<file path="src/include/hssr_defines.vh">
// Constants for the HDLC status report and statistics block
`ifndef HSSR_DEFINES_VH
`define HSSR_DEFINES_VH
`define HSSR_ST_ADDR_ACK 8'h3c
`define HSSR_ST_STAT_ACK 8'h3d
`define HSSR_ST_ILLEGAL 8'h3f
`define HSSR_ST_IN1_CHG 8'h40
`define HSSR_CNT_SAT 8'hff
`define HSSR_WATCH_A 2'h1
`define HSSR_WATCH_B 2'h2
`define HSSR_AUTO_A 2'h1
`define HSSR_AUTO_B 2'h2
`define HSSR_CAUSE_UNDEF 8'h00
`define HSSR_CAUSE_PARAM 8'h01
`define HSSR_CAUSE_STATE 8'h02
`define HSSR_LINK_IDLE 8'h00
`define HSSR_LINK_STBY 8'h01
`define HSSR_LINK_XMIT 8'h02
`define HSSR_SAMPLE_MS 8
`define HSSR_CLK_KHZ 20000
`define HSSR_SAMPLE_CYC (`HSSR_SAMPLE_MS * `HSSR_CLK_KHZ)
`define HSSR_A_MODE 8'h00
`define HSSR_A_FRAME 8'h04
`define HSSR_A_ADDRCNT 8'h08
`define HSSR_A_ADDRVAL 8'h0c
`define HSSR_A_LIMITS 8'h10
`define HSSR_A_CMD 8'h14
`define HSSR_A_STATUS 8'h18
`define HSSR_A_BASE 8'h1c
`define HSSR_A_WPTR 8'h20
`define HSSR_A_RPTR 8'h24
`endif

</file>
<file path="src/logic/hssr_stat_counter.v">
// One saturating statistics counter
`timescale 1ns/1ns
`include "hssr_defines.vh"
module hssr_stat_counter (
   input wire clk_i,
   input wire rstn_i,
   input wire inc_i,
   input wire clr_i,
   output reg [7:0] count_o
);
   always @(posedge clk_i or negedge rstn_i) begin
      if (!rstn_i) begin
         count_o <= 8'h00;
      end else if (clr_i) begin
         // A hit in the read-clear cycle is kept, not lost
         count_o <= inc_i ? 8'h01 : 8'h00;
      end else if (inc_i && count_o != `HSSR_CNT_SAT) begin
         count_o <= count_o + 8'h01;
      end
   end
endmodule // hssr_stat_counter

</file>
<file path="src/logic/hssr_status_report.v">
// Status report builder with receive statistics, AXI4-Lite control
`timescale 1ns/1ns
`include "hssr_defines.vh"
module hssr_status_report (
   input wire clk_i,
   input wire rstn_i,
   input wire [7:0] s_axi_awaddr,
   input wire s_axi_awvalid,
   output wire s_axi_awready,
   input wire [31:0] s_axi_wdata,
   input wire [3:0] s_axi_wstrb,
   input wire s_axi_wvalid,
   output wire s_axi_wready,
   output reg [1:0] s_axi_bresp,
   output reg s_axi_bvalid,
   input wire s_axi_bready,
   input wire [7:0] s_axi_araddr,
   input wire s_axi_arvalid,
   output wire s_axi_arready,
   output reg [31:0] s_axi_rdata,
   output reg [1:0] s_axi_rresp,
   output reg s_axi_rvalid,
   input wire s_axi_rready,
   input wire frame_end_i,
   input wire [7:0] frame_err_i,
   input wire frame_aborted_i,
   input wire [15:0] frame_bits_i,
   input wire [15:0] frame_len_i,
   input wire chained_i,
   input wire rx_line_idle_i,
   input wire rx_flag_seen_i,
   input wire xmit_enabled_i,
   input wire [1:0] link_mode_i,
   input wire gp_in1_i,
   input wire gp_in2_i,
   input wire gp_out1_i,
   input wire gp_out2_i,
   output reg [31:0] mem_addr_o,
   output reg [7:0] mem_data_o,
   output reg mem_we_o,
   output wire busy_o
);
   // Frame error inputs, bit index: 0 overrun,1 short,2 addr,3 long,
   // 4 abort,5 crc,6 fractional,7 buffer full (raw)
   reg rst_s1;
   reg rst_n;
   always @(posedge clk_i or negedge rstn_i) begin
      if (!rstn_i) begin
         rst_s1 <= 1'b0;
         rst_n <= 1'b0;
      end else begin
         rst_s1 <= 1'b1;
         rst_n <= rst_s1;
      end
   end

   reg [31:0] mode_reg; // [1:0] auto, [3:2] watch, [4] octet
   reg [31:0] addr_cnt;
   reg [31:0] addr_val;
   reg [31:0] limits; // [15:0] buffer size, [31:16] chained max
   reg [31:0] min_len; // minimum frame bits
   reg [31:0] cmd_reg;
   reg [31:0] tbl_base;
   reg [7:0] tbl_rptr;
   reg [7:0] tbl_wptr;
   reg [7:0] entry [0:15];
   reg [4:0] ent_len;
   reg [4:0] ent_idx;
   reg sending;
   reg in1_last;
   reg watch_prev;
   reg pend_cmd;
   reg pend_in1;
   wire [7:0] cnt [0:10];
   wire tbl_full = (tbl_wptr + 8'h01) == tbl_rptr;
   assign busy_o = sending;

   // Counter increments, one error cause per frame, plus status full and buffer full
   wire [1:0] auto_sel = mode_reg[1:0];
   wire addr_on = auto_sel == `HSSR_AUTO_A || auto_sel == `HSSR_AUTO_B;
   wire short_f = frame_err_i[1] | (frame_aborted_i &&
      frame_bits_i < min_len[15:0]);
   wire long_f = chained_i ? (frame_len_i > limits[31:16]) :
      (frame_len_i > limits[15:0]);
   wire [6:0] cause = {frame_err_i[6] & mode_reg[4],
      frame_err_i[5],
      frame_aborted_i & ~short_f,
      long_f, frame_err_i[2] & addr_on, short_f, frame_err_i[0]};
   wire [6:0] win = cause & ~(cause - 7'h01);
   // Counter order: 0 ovr,1 under,2 idle,3 short,4 addr,5 long,
   // 6 abort,7 crc,8 fractional_frame_counter,9 status full,10 buffer full
   wire [10:0] inc = frame_end_i ? {frame_err_i[7],
      tbl_full, win[6], win[5], win[4], win[3],
      win[2], win[1], 1'b0, 1'b0, win[0]} : 11'h000;
   wire clr_stats;
   genvar g;
   generate
      for (g = 0; g < 11; g = g + 1) begin : g_cnt
         hssr_stat_counter u_cnt (
            .clk_i(clk_i),
            .rstn_i(rst_n),
            .inc_i(inc[g]),
            .clr_i(clr_stats),
            .count_o(cnt[g])
         );
      end
   endgenerate

   // 8 ms sampling of line flags
   reg [23:0] smp_cnt;
   reg idle_s;
   reg sync_s;
   always @(posedge clk_i or negedge rst_n) begin
      if (!rst_n) begin
         smp_cnt <= 24'h000000;
         idle_s <= 1'b0;
         sync_s <= 1'b0;
      end else if ({8'h00, smp_cnt} == `HSSR_SAMPLE_CYC - 1) begin
         smp_cnt <= 24'h000000;
         idle_s <= rx_line_idle_i & xmit_enabled_i;
         sync_s <= rx_flag_seen_i & xmit_enabled_i;
      end else begin
         smp_cnt <= smp_cnt + 24'h000001;
      end
   end

   // AXI4-Lite slave
   reg aw_hold;
   reg w_hold;
   reg [7:0] aw_a;
   reg [31:0] w_d;
   assign s_axi_awready = !aw_hold && !s_axi_bvalid;
   assign s_axi_wready = !w_hold && !s_axi_bvalid;
   assign s_axi_arready = !s_axi_rvalid;
   wire aw_ok = aw_hold | s_axi_awvalid;
   wire w_ok = w_hold | s_axi_wvalid;
   wire [7:0] wa = aw_hold ? aw_a : s_axi_awaddr;
   wire [31:0] wd = w_hold ? w_d : s_axi_wdata;
   wire do_wr = aw_ok && w_ok && !s_axi_bvalid;
   wire wr_cmd = do_wr && wa == `HSSR_A_CMD;
   integer i;
   reg [7:0] sum;
   always @* begin
      sum = 8'h00;
      for (i = 0; i < 11; i = i + 1) sum = sum | cnt[i];
   end

   always @(posedge clk_i or negedge rst_n) begin
      if (!rst_n) begin
         aw_hold <= 1'b0;
         w_hold <= 1'b0;
         aw_a <= 8'h00;
         w_d <= 32'h00000000;
         s_axi_bvalid <= 1'b0;
         s_axi_bresp <= 2'h0;
         s_axi_rvalid <= 1'b0;
         s_axi_rresp <= 2'h0;
         s_axi_rdata <= 32'h00000000;
         mode_reg <= 32'h00000000;
         addr_cnt <= 32'h00000000;
         addr_val <= 32'h00000000;
         limits <= 32'h00000000;
         min_len <= 32'h00000000;
         cmd_reg <= 32'h00000000;
         tbl_base <= 32'h00000000;
         tbl_rptr <= 8'h00;
      end else begin
         if (s_axi_awvalid && s_axi_awready && !do_wr) begin
            aw_hold <= 1'b1;
            aw_a <= s_axi_awaddr;
         end
         if (s_axi_wvalid && s_axi_wready && !do_wr) begin
            w_hold <= 1'b1;
            w_d <= s_axi_wdata;
         end
         if (do_wr) begin
            aw_hold <= 1'b0;
            w_hold <= 1'b0;
            s_axi_bvalid <= 1'b1;
            s_axi_bresp <= 2'h0;
            case (wa)
               `HSSR_A_MODE: mode_reg <= wd;
               `HSSR_A_FRAME: min_len <= wd;
               `HSSR_A_ADDRCNT: addr_cnt <= wd;
               `HSSR_A_ADDRVAL: addr_val <= wd;
               `HSSR_A_LIMITS: limits <= wd;
               `HSSR_A_CMD: cmd_reg <= wd;
               `HSSR_A_BASE: tbl_base <= wd;
               `HSSR_A_RPTR: tbl_rptr <= wd[7:0];
               default: s_axi_bresp <= 2'h2;
            endcase
         end else if (s_axi_bvalid && s_axi_bready) begin
            s_axi_bvalid <= 1'b0;
         end
         if (s_axi_arvalid && s_axi_arready) begin
            s_axi_rvalid <= 1'b1;
            s_axi_rresp <= 2'h0;
            case (s_axi_araddr)
               `HSSR_A_MODE: s_axi_rdata <= mode_reg;
               `HSSR_A_FRAME: s_axi_rdata <= min_len;
               `HSSR_A_ADDRCNT: s_axi_rdata <= addr_cnt;
               `HSSR_A_ADDRVAL: s_axi_rdata <= addr_val;
               `HSSR_A_LIMITS: s_axi_rdata <= limits;
               `HSSR_A_CMD: s_axi_rdata <= cmd_reg;
               `HSSR_A_STATUS: s_axi_rdata <= {22'h0, pend_cmd, sum,
                  sending};
               `HSSR_A_BASE: s_axi_rdata <= tbl_base;
               `HSSR_A_WPTR: s_axi_rdata <= {24'h0, tbl_wptr};
               `HSSR_A_RPTR: s_axi_rdata <= {24'h0, tbl_rptr};
               default: begin
                  s_axi_rdata <= 32'h00000000;
                  s_axi_rresp <= 2'h2;
               end
            endcase
         end else if (s_axi_rvalid && s_axi_rready) begin
            s_axi_rvalid <= 1'b0;
         end
      end
   end

   // Entry builder: command bits [2:0] 1 addr ack, 2 stats, 3 illegal;
   // [9:8] illegal cause, [23:16] slot, [31:24] command code
   wire [1:0] watch = mode_reg[3:2];
   wire watch_on = watch == `HSSR_WATCH_A || watch == `HSSR_WATCH_B;
   wire in1_chg = watch_on && watch_prev && (gp_in1_i != in1_last);
   // A change seen while an entry is being written is held, not lost
   wire build_in1 = !sending && !tbl_full && (in1_chg || pend_in1);
   wire build_cmd = !sending && !tbl_full && !build_in1 && pend_cmd &&
      !wr_cmd;
   // Clearing in the snapshot cycle keeps a hit of that same cycle
   assign clr_stats = build_cmd && cmd_reg[2:0] == 3'h2;
   integer k;
   always @(posedge clk_i or negedge rst_n) begin
      if (!rst_n) begin
         sending <= 1'b0;
         ent_len <= 5'h00;
         ent_idx <= 5'h00;
         tbl_wptr <= 8'h00;
         mem_we_o <= 1'b0;
         mem_addr_o <= 32'h00000000;
         mem_data_o <= 8'h00;
         in1_last <= 1'b0;
         watch_prev <= 1'b0;
         pend_cmd <= 1'b0;
         pend_in1 <= 1'b0;
         for (k = 0; k < 16; k = k + 1) entry[k] <= 8'h00;
      end else begin
         mem_we_o <= 1'b0;
         if (in1_chg) pend_in1 <= 1'b1;
         in1_last <= gp_in1_i;
         watch_prev <= watch_on;
         if (wr_cmd) pend_cmd <= 1'b1;
         if (sending) begin
            mem_we_o <= 1'b1;
            mem_addr_o <= tbl_base + {tbl_wptr, 4'h0} + ent_idx;
            mem_data_o <= entry[ent_idx[3:0]];
            ent_idx <= ent_idx + 5'h01;
            if (ent_idx == ent_len - 5'h01) begin
               sending <= 1'b0;
               tbl_wptr <= tbl_wptr + 8'h01;
            end
         end else if (build_in1) begin
            pend_in1 <= 1'b0;
            entry[0] <= `HSSR_ST_IN1_CHG;
            entry[1] <= {2'h0, sync_s, idle_s, gp_in2_i, gp_in1_i,
               gp_out2_i, gp_out1_i};
            ent_len <= 5'h02;
            ent_idx <= 5'h00;
            sending <= 1'b1;
         end else if (build_cmd) begin
            pend_cmd <= 1'b0;
            ent_idx <= 5'h00;
            sending <= 1'b1;
            for (k = 1; k < 16; k = k + 1) entry[k] <= 8'h00;
            case (cmd_reg[2:0])
               3'h1: begin
                  entry[0] <= `HSSR_ST_ADDR_ACK;
                  entry[2] <= addr_cnt[7:0];
                  entry[3] <= addr_val[7:0];
                  entry[4] <= addr_val[15:8];
                  entry[5] <= addr_val[23:16];
                  entry[6] <= addr_val[31:24];
                  ent_len <= 5'h07;
               end
               3'h2: begin
                  entry[0] <= `HSSR_ST_STAT_ACK;
                  entry[1] <= (sum != 8'h00) ? 8'h01 : 8'h00;
                  for (k = 0; k < 11; k = k + 1) entry[k + 2] <= cnt[k];
                  ent_len <= 5'h0d;
               end
               3'h3: begin
                  entry[0] <= `HSSR_ST_ILLEGAL;
                  case (cmd_reg[9:8])
                     2'h0: entry[1] <= `HSSR_CAUSE_UNDEF;
                     2'h1: entry[1] <= `HSSR_CAUSE_PARAM;
                     default: entry[1] <= `HSSR_CAUSE_STATE;
                  endcase
                  case (link_mode_i)
                     2'h0: entry[2] <= `HSSR_LINK_IDLE;
                     2'h1: entry[2] <= `HSSR_LINK_STBY;
                     default: entry[2] <= `HSSR_LINK_XMIT;
                  endcase
                  entry[3] <= cmd_reg[23:16];
                  entry[4] <= cmd_reg[31:24];
                  ent_len <= 5'h05;
               end
               default: sending <= 1'b0;
            endcase
         end
      end
   end
endmodule // hssr_status_report

</file>
<file path="config.mk">
export PLATFORM = sky130hd
export DESIGN_NAME = hssr_status_report
export DESIGN_NICKNAME = d
export VERILOG_FILES = /design/src/logic/hssr_stat_counter.v /design/src/logic/hssr_status_report.v
export VERILOG_INCLUDE_DIRS = /design/src /design/src/include
export SDC_FILE = /design/constraint.sdc
export NUM_CORES = 1
export LEC_CHECK = 0
export ABC_CLOCK_PERIOD_IN_PS = 50100
export BUFFER_PORTS_ARGS = -buffer_cell sky130_fd_sc_hd__buf_4
export CORE_ASPECT_RATIO = 0.75
export CORE_MARGIN = 4
export CORE_UTILIZATION = 45
export CTS_CLUSTER_SIZE = 24
export DETAILED_ROUTE_END_ITERATION = 12
export HOLD_SLACK_MARGIN = 0.12
export PLACE_DENSITY_LB_ADDON = 0.2
export SYNTH_ARGS = -nofsm -noshare
export SYNTH_HDL_FRONTEND = slang
export SYNTH_SLANG_ARGS = --single-unit
</file>
<file path="constraint.sdc">
create_clock -name clk_i -period 50.1 [get_ports clk_i]
set_clock_uncertainty 0.2 [all_clocks]
set_input_delay 5.01 -clock clk_i [delete_from_list [all_inputs] [get_ports clk_i]]
set_output_delay 5.01 -clock clk_i [all_outputs]
set_load 0.02 [all_outputs]
</file>
=== Yosys cells after proc, flatten, opt, wreduce, memory -nomap -nowiden ===
Index checks and enable logic that the tools add are counted.

* Add/subtract/negate cells: 18
* Magnitude comparators: 4
* Equality and inequality tests: 40
* Multiplexer cells: 81
* Bitwise operators: 24
* Reductions and logical operators: 82

{| class="wikitable"
|+ Operators with widths
! cell !! number
|-
| $pmux 32 s10 || 1
|-
| $mux 8 || 25
|-
| $mux 128 || 1
|-
| $add 8x1->8 const B || 12
|-
| $ne 8x8->1 const B || 11
|-
| $or 8x8->8 || 10
|-
| $pmux 24 s3 || 1
|-
| $eq 8x5->1 const B || 7
|-
| $mux 48 || 1
|-
| $mux 1 || 34
|-
| $add 32x12->32 || 1
|-
| $add 32x5->32 || 1
|-
| $bmux 8 s4 || 1
|-
| $eq 8x4->1 const B || 4
|-
| $gt 16x16->1 || 2
|-
| $logic_and 1x1->1 || 32
|-
| $mux 32 || 1
|-
| $pmux 16 s2 || 1
|-
| $reduce_bool 2->1 || 16
|-
| $mux 5 || 5
|-
| $add 24x1->24 const B || 1
|-
| $eq 24x18->1 const B || 1
|-
| $eq 8x6->1 const B || 3
|-
| $mux 24 || 1
|-
| 37 further kinds || 76
|}

* Flip-flop bits (word level): 596
* Bits of input ports: 111
* Logic and storage cells: 306

=== Logic depth before layout (Yosys ltp) ===
Gate-level depths: netlist (run 1).

* Word-level depth: 15
* Mapped depth: 11
* Mapped depth without buffers: 11

=== By module ===
Synthesis (run 1) repeated with hierarchy kept, for this count alone.

* Cell total of the unflattened synthesis: 3038
* Area total of the unflattened synthesis: 29708.5 µm²

{| class="wikitable"
|+ Modules (own cells, without submodules)
! module !! instances !! cells an instance !! area each (µm²)
|-
| hssr_status_report || 1 || 2521 || 24506.0
|-
| hssr_stat_counter || 11 || 47 || 473.0
|}

=== Worst setup path after synthesis (run 1) ===
OpenSTA, ideal clock, no wires.

* Path type: input-to-reg
* Start: input port frame_len_i[14]
* End: register g_cnt[6].u_cnt.count_o[7]
* Setup time: 0.074 ns
* Arrival: 7.639 ns
* Required time: 49.826 ns
* Path slack: 42.187 ns
* Stages on the path: 9
* Path through: ha_1 nand4_1 or4_1 o21a_1 o31a_1 a21o_1 or4_4 or4_4 a21oi_2

* Cells in the longest elaborated chain, start to end: 8

{| class="wikitable"
|+ RTL lines
! what !! line !! RTL
|-
| start, declared || hssr_status_report.v:28 || <nowiki>input wire [15:0] frame_len_i,</nowiki>
|-
| $gt 16x16->1, on equally long branches || hssr_status_report.v:84, hssr_status_report.v:83 ||
|-
| $mux 1 (*) || hssr_status_report.v:83 || <nowiki>wire long_f = chained_i ? (frame_len_i > limits[31:16]) :</nowiki>
|-
| $sub 7x1->7 (*) || hssr_status_report.v:89 || <nowiki>wire [6:0] win = cause & ~(cause - 7'h01);</nowiki>
|-
| $not 7->7 (*) || hssr_status_report.v:89 ||
|-
| $and 7x7->7 (*) || hssr_status_report.v:89 ||
|-
| $mux 11 (*) || hssr_status_report.v:92 || <nowiki>wire [10:0] inc = frame_end_i ? {frame_err_i[7],</nowiki>
|-
| $logic_and 1x1->1 (no line) (*) || n/a ||
|-
| $reduce_bool 2->1 (no line) (*) || n/a ||
|-
| end signal, assigned || hssr_stat_counter.v:16 || <nowiki>count_o <= inc_i ? 8'h01 : 8'h00;</nowiki>
|-
| end signal, assigned || hssr_stat_counter.v:18 || <nowiki>count_o <= count_o + 8'h01;</nowiki>
|-
| end, declared || hssr_stat_counter.v:9 || <nowiki>output reg [7:0] count_o</nowiki>
|}

Every way passes the cells marked *; elsewhere a longest branch is shown, timed or not.
A chain may end at the register's enable or synchronous reset.

=== Final worst setup path (run 1) ===
* Start: input port s_axi_awvalid
* End: register sending (netlist: busy_o)

* Cells in the longest elaborated chain, start to end: 9

{| class="wikitable"
|+ RTL lines
! what !! line !! RTL
|-
| start, declared || hssr_status_report.v:8 || <nowiki>input wire s_axi_awvalid,</nowiki>
|-
| $or 1x1->1 || hssr_status_report.v:135 || <nowiki>wire aw_ok = aw_hold | s_axi_awvalid;</nowiki>
|-
| $logic_and 1x1->1 (2 in series) || hssr_status_report.v:139 || <nowiki>wire do_wr = aw_ok && w_ok && !s_axi_bvalid;</nowiki>
|-
| $logic_and 1x1->1 (no line) || n/a ||
|-
| $logic_not 1->1 || hssr_status_report.v:229 || <nowiki>!wr_cmd;</nowiki>
|-
| $logic_and 1x1->1 || hssr_status_report.v:228 || <nowiki>wire build_cmd = !sending && !tbl_full && !build_in1 && pend_cmd &&</nowiki>
|-
| $mux 1 || hssr_status_report.v:270 || <nowiki>end else if (build_cmd) begin</nowiki>
|-
| $mux 1 || hssr_status_report.v:262 || <nowiki>end else if (build_in1) begin</nowiki>
|-
| $mux 1 || hssr_status_report.v:253 || <nowiki>if (sending) begin</nowiki>
|-
| end signal, assigned || hssr_status_report.v:259 || <nowiki>sending <= 1'b0;</nowiki>
|-
| end signal, assigned || hssr_status_report.v:269 || <nowiki>sending <= 1'b1;</nowiki>
|-
| end signal, assigned || hssr_status_report.v:273 || <nowiki>sending <= 1'b1;</nowiki>
|-
| end, declared || hssr_status_report.v:69 || <nowiki>reg sending;</nowiki>
|}

No other way between the ends.

==> reports/metrics.cfg, run 1 <==
[setup_path]
path_cells = buf_4, o21ba_2, o21ai_0, nor2_1, and4_2, buf_4, nand4b_1, buf_4, buf_4, a21o_1, nor2b_1, a21boi_0
worst_path_max_delay_cell = buf_4
rrSetupSlack_ns = 44.36
start_kind = input pin
path_depth = 12
crit_buf_inv = 4
rr_worst_depth = 10
cpMostUsedCell = buf_4
critPathMaxFanout = 67
reg2reg_from = w_hold
r2r-end = busy_o
cp_data_required_time_ns = 50.39
arrival_ns = 9.34
crit_type = in2reg
critPathTopFamily = buffers and inverters
end_kind = flop
crit_path_max_incr_delay_ns = 0.68

[floorplanning]
io_pins = 194
die_x_um = 298
dieHeight_um = 225
rows = 79
core_um2 = 62200
die_area_um2 = 67000
initial_core_util_pct = 45.5

[sta]
period_minus_slack_ns = 9.04
max_freq_mhz = 111
worstMarginPinSlew_ns = 1.22
max_slew_margin_pct = 16.7
tns_ns = 0
drv_slew = 0
hold_viol = 0
rsz0062_at_grt = false
setup_violations = 0
period_share_pct = 18.1

[clock_tree]
cts_setup_buffers = 0
clk-insertion-delay-late_ns = 0.64
cts_tree = yes
cts_made_buffers = 58
htreeDepth = 2
cts.sinks = 586
ctsHoldBuffers = 0
clk_pin_slew_ns = 0.06
clockBufferDepth = 3
cts_resized = 0
ctsRootBufferMaster = clkbuf_16

[synth]
synth_area_um2 = 28300
ys_ff_latch = 586
synth_edf_count = 0
seq_area_frac_synth_pct = 51.8
synth_flop_cell = dfrtp_1
ys_warn_count = 0
synth_cell_types = 69
async_flop_share_pct = 100
synthCells = 2800
synth.avg_cell_area_um2 = 10.1

[place]
hpwl_um = 62400
gp_congestion = 0.931
port_buffers = 185

[grt]
antenna_found_initial = 3
grt_pass1_wl_um = 136000
grt_overflow = 0
grt_use_total_pct = 26.1
grt_max_degree = 172
grt_pass1_vias = 22300

[run]
maxCapViolCount = 0

[route]
drc = 0
totalWireLength_um = 88100
vias = 22800
post_drt_via_cell_ratio = 6.02
ant_nets = 0
firstDrtPassIters = 5
drt_iter0_markers = 2371
wire_per_inst_um = 23.3

[run_status]
status = completed

[hold_path]
hp-class = reg2reg
hold_start = rst_s1
holdPathEnd = rst_n
whs_path_depth = 0

[layout]
largestRegisters = entry (98), g_cnt.u_cnt.count_o (88)
largest_reg_flops = 98
most-common-layout-cells = dfrtp_1, nor2_1, a21oi_1, buf_4, nand2_1
synthToLayoutAreaGrowth_pct = 14.7
final_common_cell = dfrtp_1
fillers = 5489
nets = 3122
n_antenna_cell = 0
regMostFlops = entry
drive_gt1_share_pct = 15.4

[power_and_ir_drop]
peakVddDrop_mv = 0.0372
power.leakage_nw = 14.8
p_per_area_nw_per_um2 = 50.9
finalPower_mw = 1.65

[how the worst max path moves through the flow]
stage | start | endpoint
6_report | s_axi_awvalid | busy_o
5_1_grt | s_axi_awvalid | busy_o
4_1_cts | s_axi_awvalid | busy_o
3_5_place_dp | s_axi_awvalid | busy_o
3_3_place_gp | s_axi_awvalid | busy_o
2_1_floorplan | rst_n | addr_cnt[0]
[metal layers]
layer / up-vias / wire length (um) / global-route usage (%)
met2: 857 / 38400 / 39.3
met1: 11500 / 40300 / 38.8
met4: 0 / 2280 / 7.27
li1: 10300 / - / -
met3: 126 / 7060 / 5.03
met5: - / 0 / 0
[worst register-to-register path: stages, from the launching register on]
cell	delay, ns
dfrtp_2	1.09
o21ai_0	0.45
nor2_1	0.32
and4_2	0.26
buf_4	0.60
nand4b_1	0.27
buf_4	0.56
buf_4	0.69
a21o_1	0.59
nor2b_1	0.42
a21boi_0	0.17
[Yosys cell counts (33+ instances only)]
cell | count | area [um2]
and3_1 | 34 | 213
a221o_1 | 41 | 410
a221oi_1 | 33 | 289
dfrtp_1 | 586 | 14700
nand2_1 | 194 | 728
xnor2_1 | 52 | 455
o21ai_0 | 100 | 500
a22oi_1 | 40 | 300
inv_1 | 82 | 308
xor2_1 | 54 | 473
mux2_2 | 83 | 935
nand4_1 | 42 | 263
nand3_1 | 80 | 400
clkbuf_1 | 119 | 447
a21oi_1 | 314 | 1570
nor3_1 | 39 | 195
nor2_1 | 400 | 1500
mux2i_1 | 67 | 671
ha_1 | 84 | 1050
a22o_1 | 51 | 447
[final cells by class]
type	count	area [um2]	area share, %
Tap cell	810	1010	3.12
Clock buffer	84	1720	5.30
Multi-Input combinational cell	1975	12800	39.4
Timing Repair Buffer	221	1670	5.15
Clock inverter	22	273	0.840
Sequential cell	586	14700	45.2
Inverter	83	312	0.960
[through the flow]
step / setup slack (ns) / std cells / area [um2] / util, % / hold slack (ns)
after floorplan: 32.36 / 2801 / 28300 / - / 0.131
after global placement: 40.56 / 3675 / 30500 / 49.0 / 0.137
after detailed placement: 40.51 / 3675 / 30500 / 49.0 / 0.140
after CTS: 41.17 / 3781 / 32500 / 52.2 / 0.158
after global routing: 40.74 / 3781 / 32500 / 52.2 / 0.166
final: 41.06 / 3781 / 32500 / 52.2 / 0.155
[where the power goes]
group | internal [mW] | switching, mW
registers | 0.596 | 0.133
clock network | 0.264 | 0.194
logic | 0.190 | 0.275
[cells by family (layout without fill, tap and decap cells)]
family                   after synthesis  count (layout)  share of synthesized area, %
AND/OR/NAND/NOR                      920             920                          14.9
multiplexers                         170             170                          7.27
adder cells (fa/ha/maj)               86              86                          3.86
AO/OA/AOI/OAI                        690             690                          15.6
buffers and inverters                240             410                          3.27
other                                  2               3                        0.0265
flip-flops                           586             586                          51.8
XOR/XNOR                             106             106                          3.28
Note: power is estimated with default switching activity, not from simulation.
==> run 2, diff against run 1 <==
--- a/config.mk
+++ b/config.mk
@@ -6,7 +6,8 @@
 export SDC_FILE = /design/constraint.sdc
 export NUM_CORES = 1
 export LEC_CHECK = 0
-export ABC_CLOCK_PERIOD_IN_PS = 50100
+export ABC_AREA = 1
+export ABC_CLOCK_PERIOD_IN_PS = 8900
 export BUFFER_PORTS_ARGS = -buffer_cell sky130_fd_sc_hd__buf_4
 export CORE_ASPECT_RATIO = 0.75
 export CORE_MARGIN = 4
==> constraint.sdc (replaced) <==
create_clock -name clk_i -period 8.9 [get_ports clk_i]
set_clock_uncertainty 0.2 [all_clocks]
set_input_delay 0.89 -clock clk_i [delete_from_list [all_inputs] [get_ports clk_i]]
set_output_delay 0.89 -clock clk_i [all_outputs]
set_load 0.02 [all_outputs]
==> reports/metrics.cfg, run 2 <==
[setup_path]
arrival_ns = 5.50  ; -3.84 ns
start_kind = flop
crit_buf_inv = 6  ; +2
worst_path_max_delay_cell = dfrtp_2
critPathMaxFanout = 67  ; unchanged
rr_worst_depth = 13  ; +3
critPathTopFamily = buffers and inverters
crit_type = reg2reg
r2r-end = ent_len[3]
path_cells = o21ai_2, inv_2, nand2_2, buf_4, inv_2, nor2_4, nand3_2, buf_4, inv_2, buf_4, nand2_1, nand2_1, o21ai_1
crit_path_max_incr_delay_ns = 0.76  ; +0.08 ns
rrSetupSlack_ns = 3.68  ; -40.68 ns
reg2reg_from = w_hold
end_kind = flop
cp_data_required_time_ns = 9.17  ; -41.22 ns

[run]
maxCapViolCount = 0  ; unchanged

[synth]
synth.avg_cell_area_um2 = 7.97  ; -21%
synthTopCellsByCount = nand2_1, dfrtp_1, o21ai_0
seq_area_frac_synth_pct = 48.9  ; -3.0 points
ys_warn_count = 0  ; unchanged
synth_flop_cell = dfrtp_1
yosys.area.top_type = dfrtp_1
synth_cell_types = 55  ; -20%
ys_top_cells_by_area = dfrtp_1, nand2_1, o21ai_0
synth_edf_count = 0  ; unchanged
synthCells = 3765  ; +34%
synth_area_um2 = 30000  ; +6.1%
yosys.area.top_type_share_pct = 48.9  ; -3.0 points
yosysMostFrequentCell = nand2_1
async_flop_share_pct = 100  ; unchanged
ys_ff_latch = 586  ; unchanged

[grt]
grt_pass1_vias = 24400  ; +9.2%
antenna_found_initial = 2  ; -1
grt_overflow = 0  ; unchanged
grt_use_total_pct = 27.9  ; +1.8 points
grt_pass1_wl_um = 151000  ; +11%
grt_max_degree = 192  ; +12%

[clock_tree]
clockBufferDepth = 3  ; unchanged
cts_setup_buffers = 0  ; unchanged
cts_tree = yes
clk_pin_slew_ns = 0.06  ; about the same
clk-insertion-delay-late_ns = 0.65  ; about the same
ctsRootBufferMaster = clkbuf_16
cts_resized = 0  ; unchanged
htreeDepth = 2  ; unchanged
cts_made_buffers = 59  ; +1.7%
cts.sinks = 586  ; unchanged

[route]
drt_iter0_markers = 3372  ; +42%
vias = 26700  ; +17%
ant_nets = 0  ; unchanged
totalWireLength_um = 101000  ; +15%
drc = 0  ; unchanged
post_drt_via_cell_ratio = 5.54  ; -8.1%
firstDrtPassIters = 6  ; +1
wire_per_inst_um = 20.9  ; -10%

[sta]
fin_hold_ws_ns = 0.161  ; +0.00629 ns
hold_viol = 0  ; unchanged
setup_violations = 0  ; unchanged
period_share_pct = 58.7
max_freq_mhz = 192
worst_slack_ns = 3.68  ; -37.38 ns
max_slew_margin_pct = 18.6  ; +2.0 points
drv_slew = 0  ; unchanged
worstMarginPinSlew_ns = 1.22  ; +0.000765 ns
period_minus_slack_ns = 5.22
rsz0062_at_grt = false
tns_ns = 0  ; unchanged

[power_and_ir_drop]
power.leakage_nw = 17.0  ; +15%
peakVddDrop_mv = 0.218  ; +490%
p_per_area_nw_per_um2 = 304  ; +500%

[layout]
nets = 4096  ; +31%
drive_gt1_share_pct = 9.95  ; -5.4 points
final_common_cell = nand2_1
largestRegisters = entry (98), g_cnt.u_cnt.count_o (88)
most-common-layout-cells = nand2_1, dfrtp_1, o21ai_0, inv_1, buf_4
regMostFlops = entry
synthToLayoutAreaGrowth_pct = 13.9
fillers = 6234  ; +14%
n_antenna_cell = 0  ; unchanged
largest_reg_flops = 98  ; unchanged

[run_status]
status = completed

[floorplanning]
rows = 81  ; +2.5%
dieHeight_um = 232  ; +2.9%
initial_core_util_pct = 45.8  ; +0.27 points
die_area_um2 = 70900  ; +5.9%
die_x_um = 306  ; +2.9%
io_pins = 194  ; unchanged
core_um2 = 65600  ; +5.5%

[hold_path]
hold_start = rst_s1
whs_path_depth = 0  ; unchanged
holdPathEnd = rst_n
hp-class = reg2reg

[place]
pre_cts_ws_ns = 3.65  ; -36.87 ns
hpwl_um = 72700  ; +17%
gp_congestion = 0.958  ; +2.9%
port_buffers = 185  ; unchanged

[run 2: cell types whose count changed after synthesis, moves of 50 or more]
cell / change
a21oi_1: -190
a22o_1: -50
inv_1: +402
mux2_2: -83
mux2i_1: -67
nand2_1: +790
nand3_1: +130
nor2_1: -235
o21ai_0: +403
[run 2: stage by stage]
stage	instances	util, %	cell area (um2)	total power, mW
finish	4819	52.1	34200	10.4
global route	4819	52.1	34200	11.1
CTS	4819	52.1	34200	10.4
detailed placement	4708	49.1	32200	7.79
global placement	4708	49.1	32200	7.73
floorplan	3766	-	30000	6.32
[run 2: kinds of logic (layout without fill, tap and decap cells)]
logic type / after synthesis / in the layout / synth area share, %
simple gates: 1530 / 1530 / 21.3
compound gates: 829 / 829 / 15.5
buf+inv: 664 / 846 / 8.73
flops: 586 / 586 / 48.9
fa+ha+maj: 86 / 86 / 3.64
xor+xnor: 68 / 68 / 1.98
other cells: 2 / 3 / 0.0250
[run 2: report_power, final]
group / switching [mW] / internal [mW]
registers: 0.599 / 3.40
clock network: 1.11 / 1.45
logic: 2.61 / 1.25
total: 4.32 / 6.09
[run 2: how the worst max path moves through the flow]
stage	startpoint	end	slack, ns	depth (start not counted)
6_report	w_hold	ent_len[3]	3.68	13
3_3_place_gp	s_axi_wvalid	ent_len[3]	3.71	14
3_5_place_dp	s_axi_wvalid	ent_len[3]	3.65	14
2_1_floorplan	rst_n	addr_cnt[0]	3.01	0
4_1_cts	w_hold	ent_len[3]	3.72	13
5_1_grt	w_hold	ent_len[3]	3.35	13
[run 2: repair_timing]
action	CTS	global route
endpoints found under the hold margin	2	0
hold buffers	1	0
endpoints found under the setup margin	0	0
[run 2: area by class of cell]
class / instances / area, um2 / area share [%]
multi-input cells: 2516 / 12800 / 37.4
well taps: 871 / 1090 / 3.19
clock inverters: 19 / 214 / 0.626
inverters: 502 / 1880 / 5.51
repair buffers: 234 / 1800 / 5.26
clock buffers: 91 / 1760 / 5.14
flip-flops and latches: 586 / 14700 / 42.9
[run 2: metal layers]
layer / vias to the layer above / GRT usage (%) / part of all wire, %
met5: - / 2.53 / 0.24
li1: 12600 / - / -
met1: 12700 / 43.2 / 46
met2: 1232 / 36.8 / 38
met3: 171 / 8.82 / 12
met4: 4 / 7.91 / 3.0
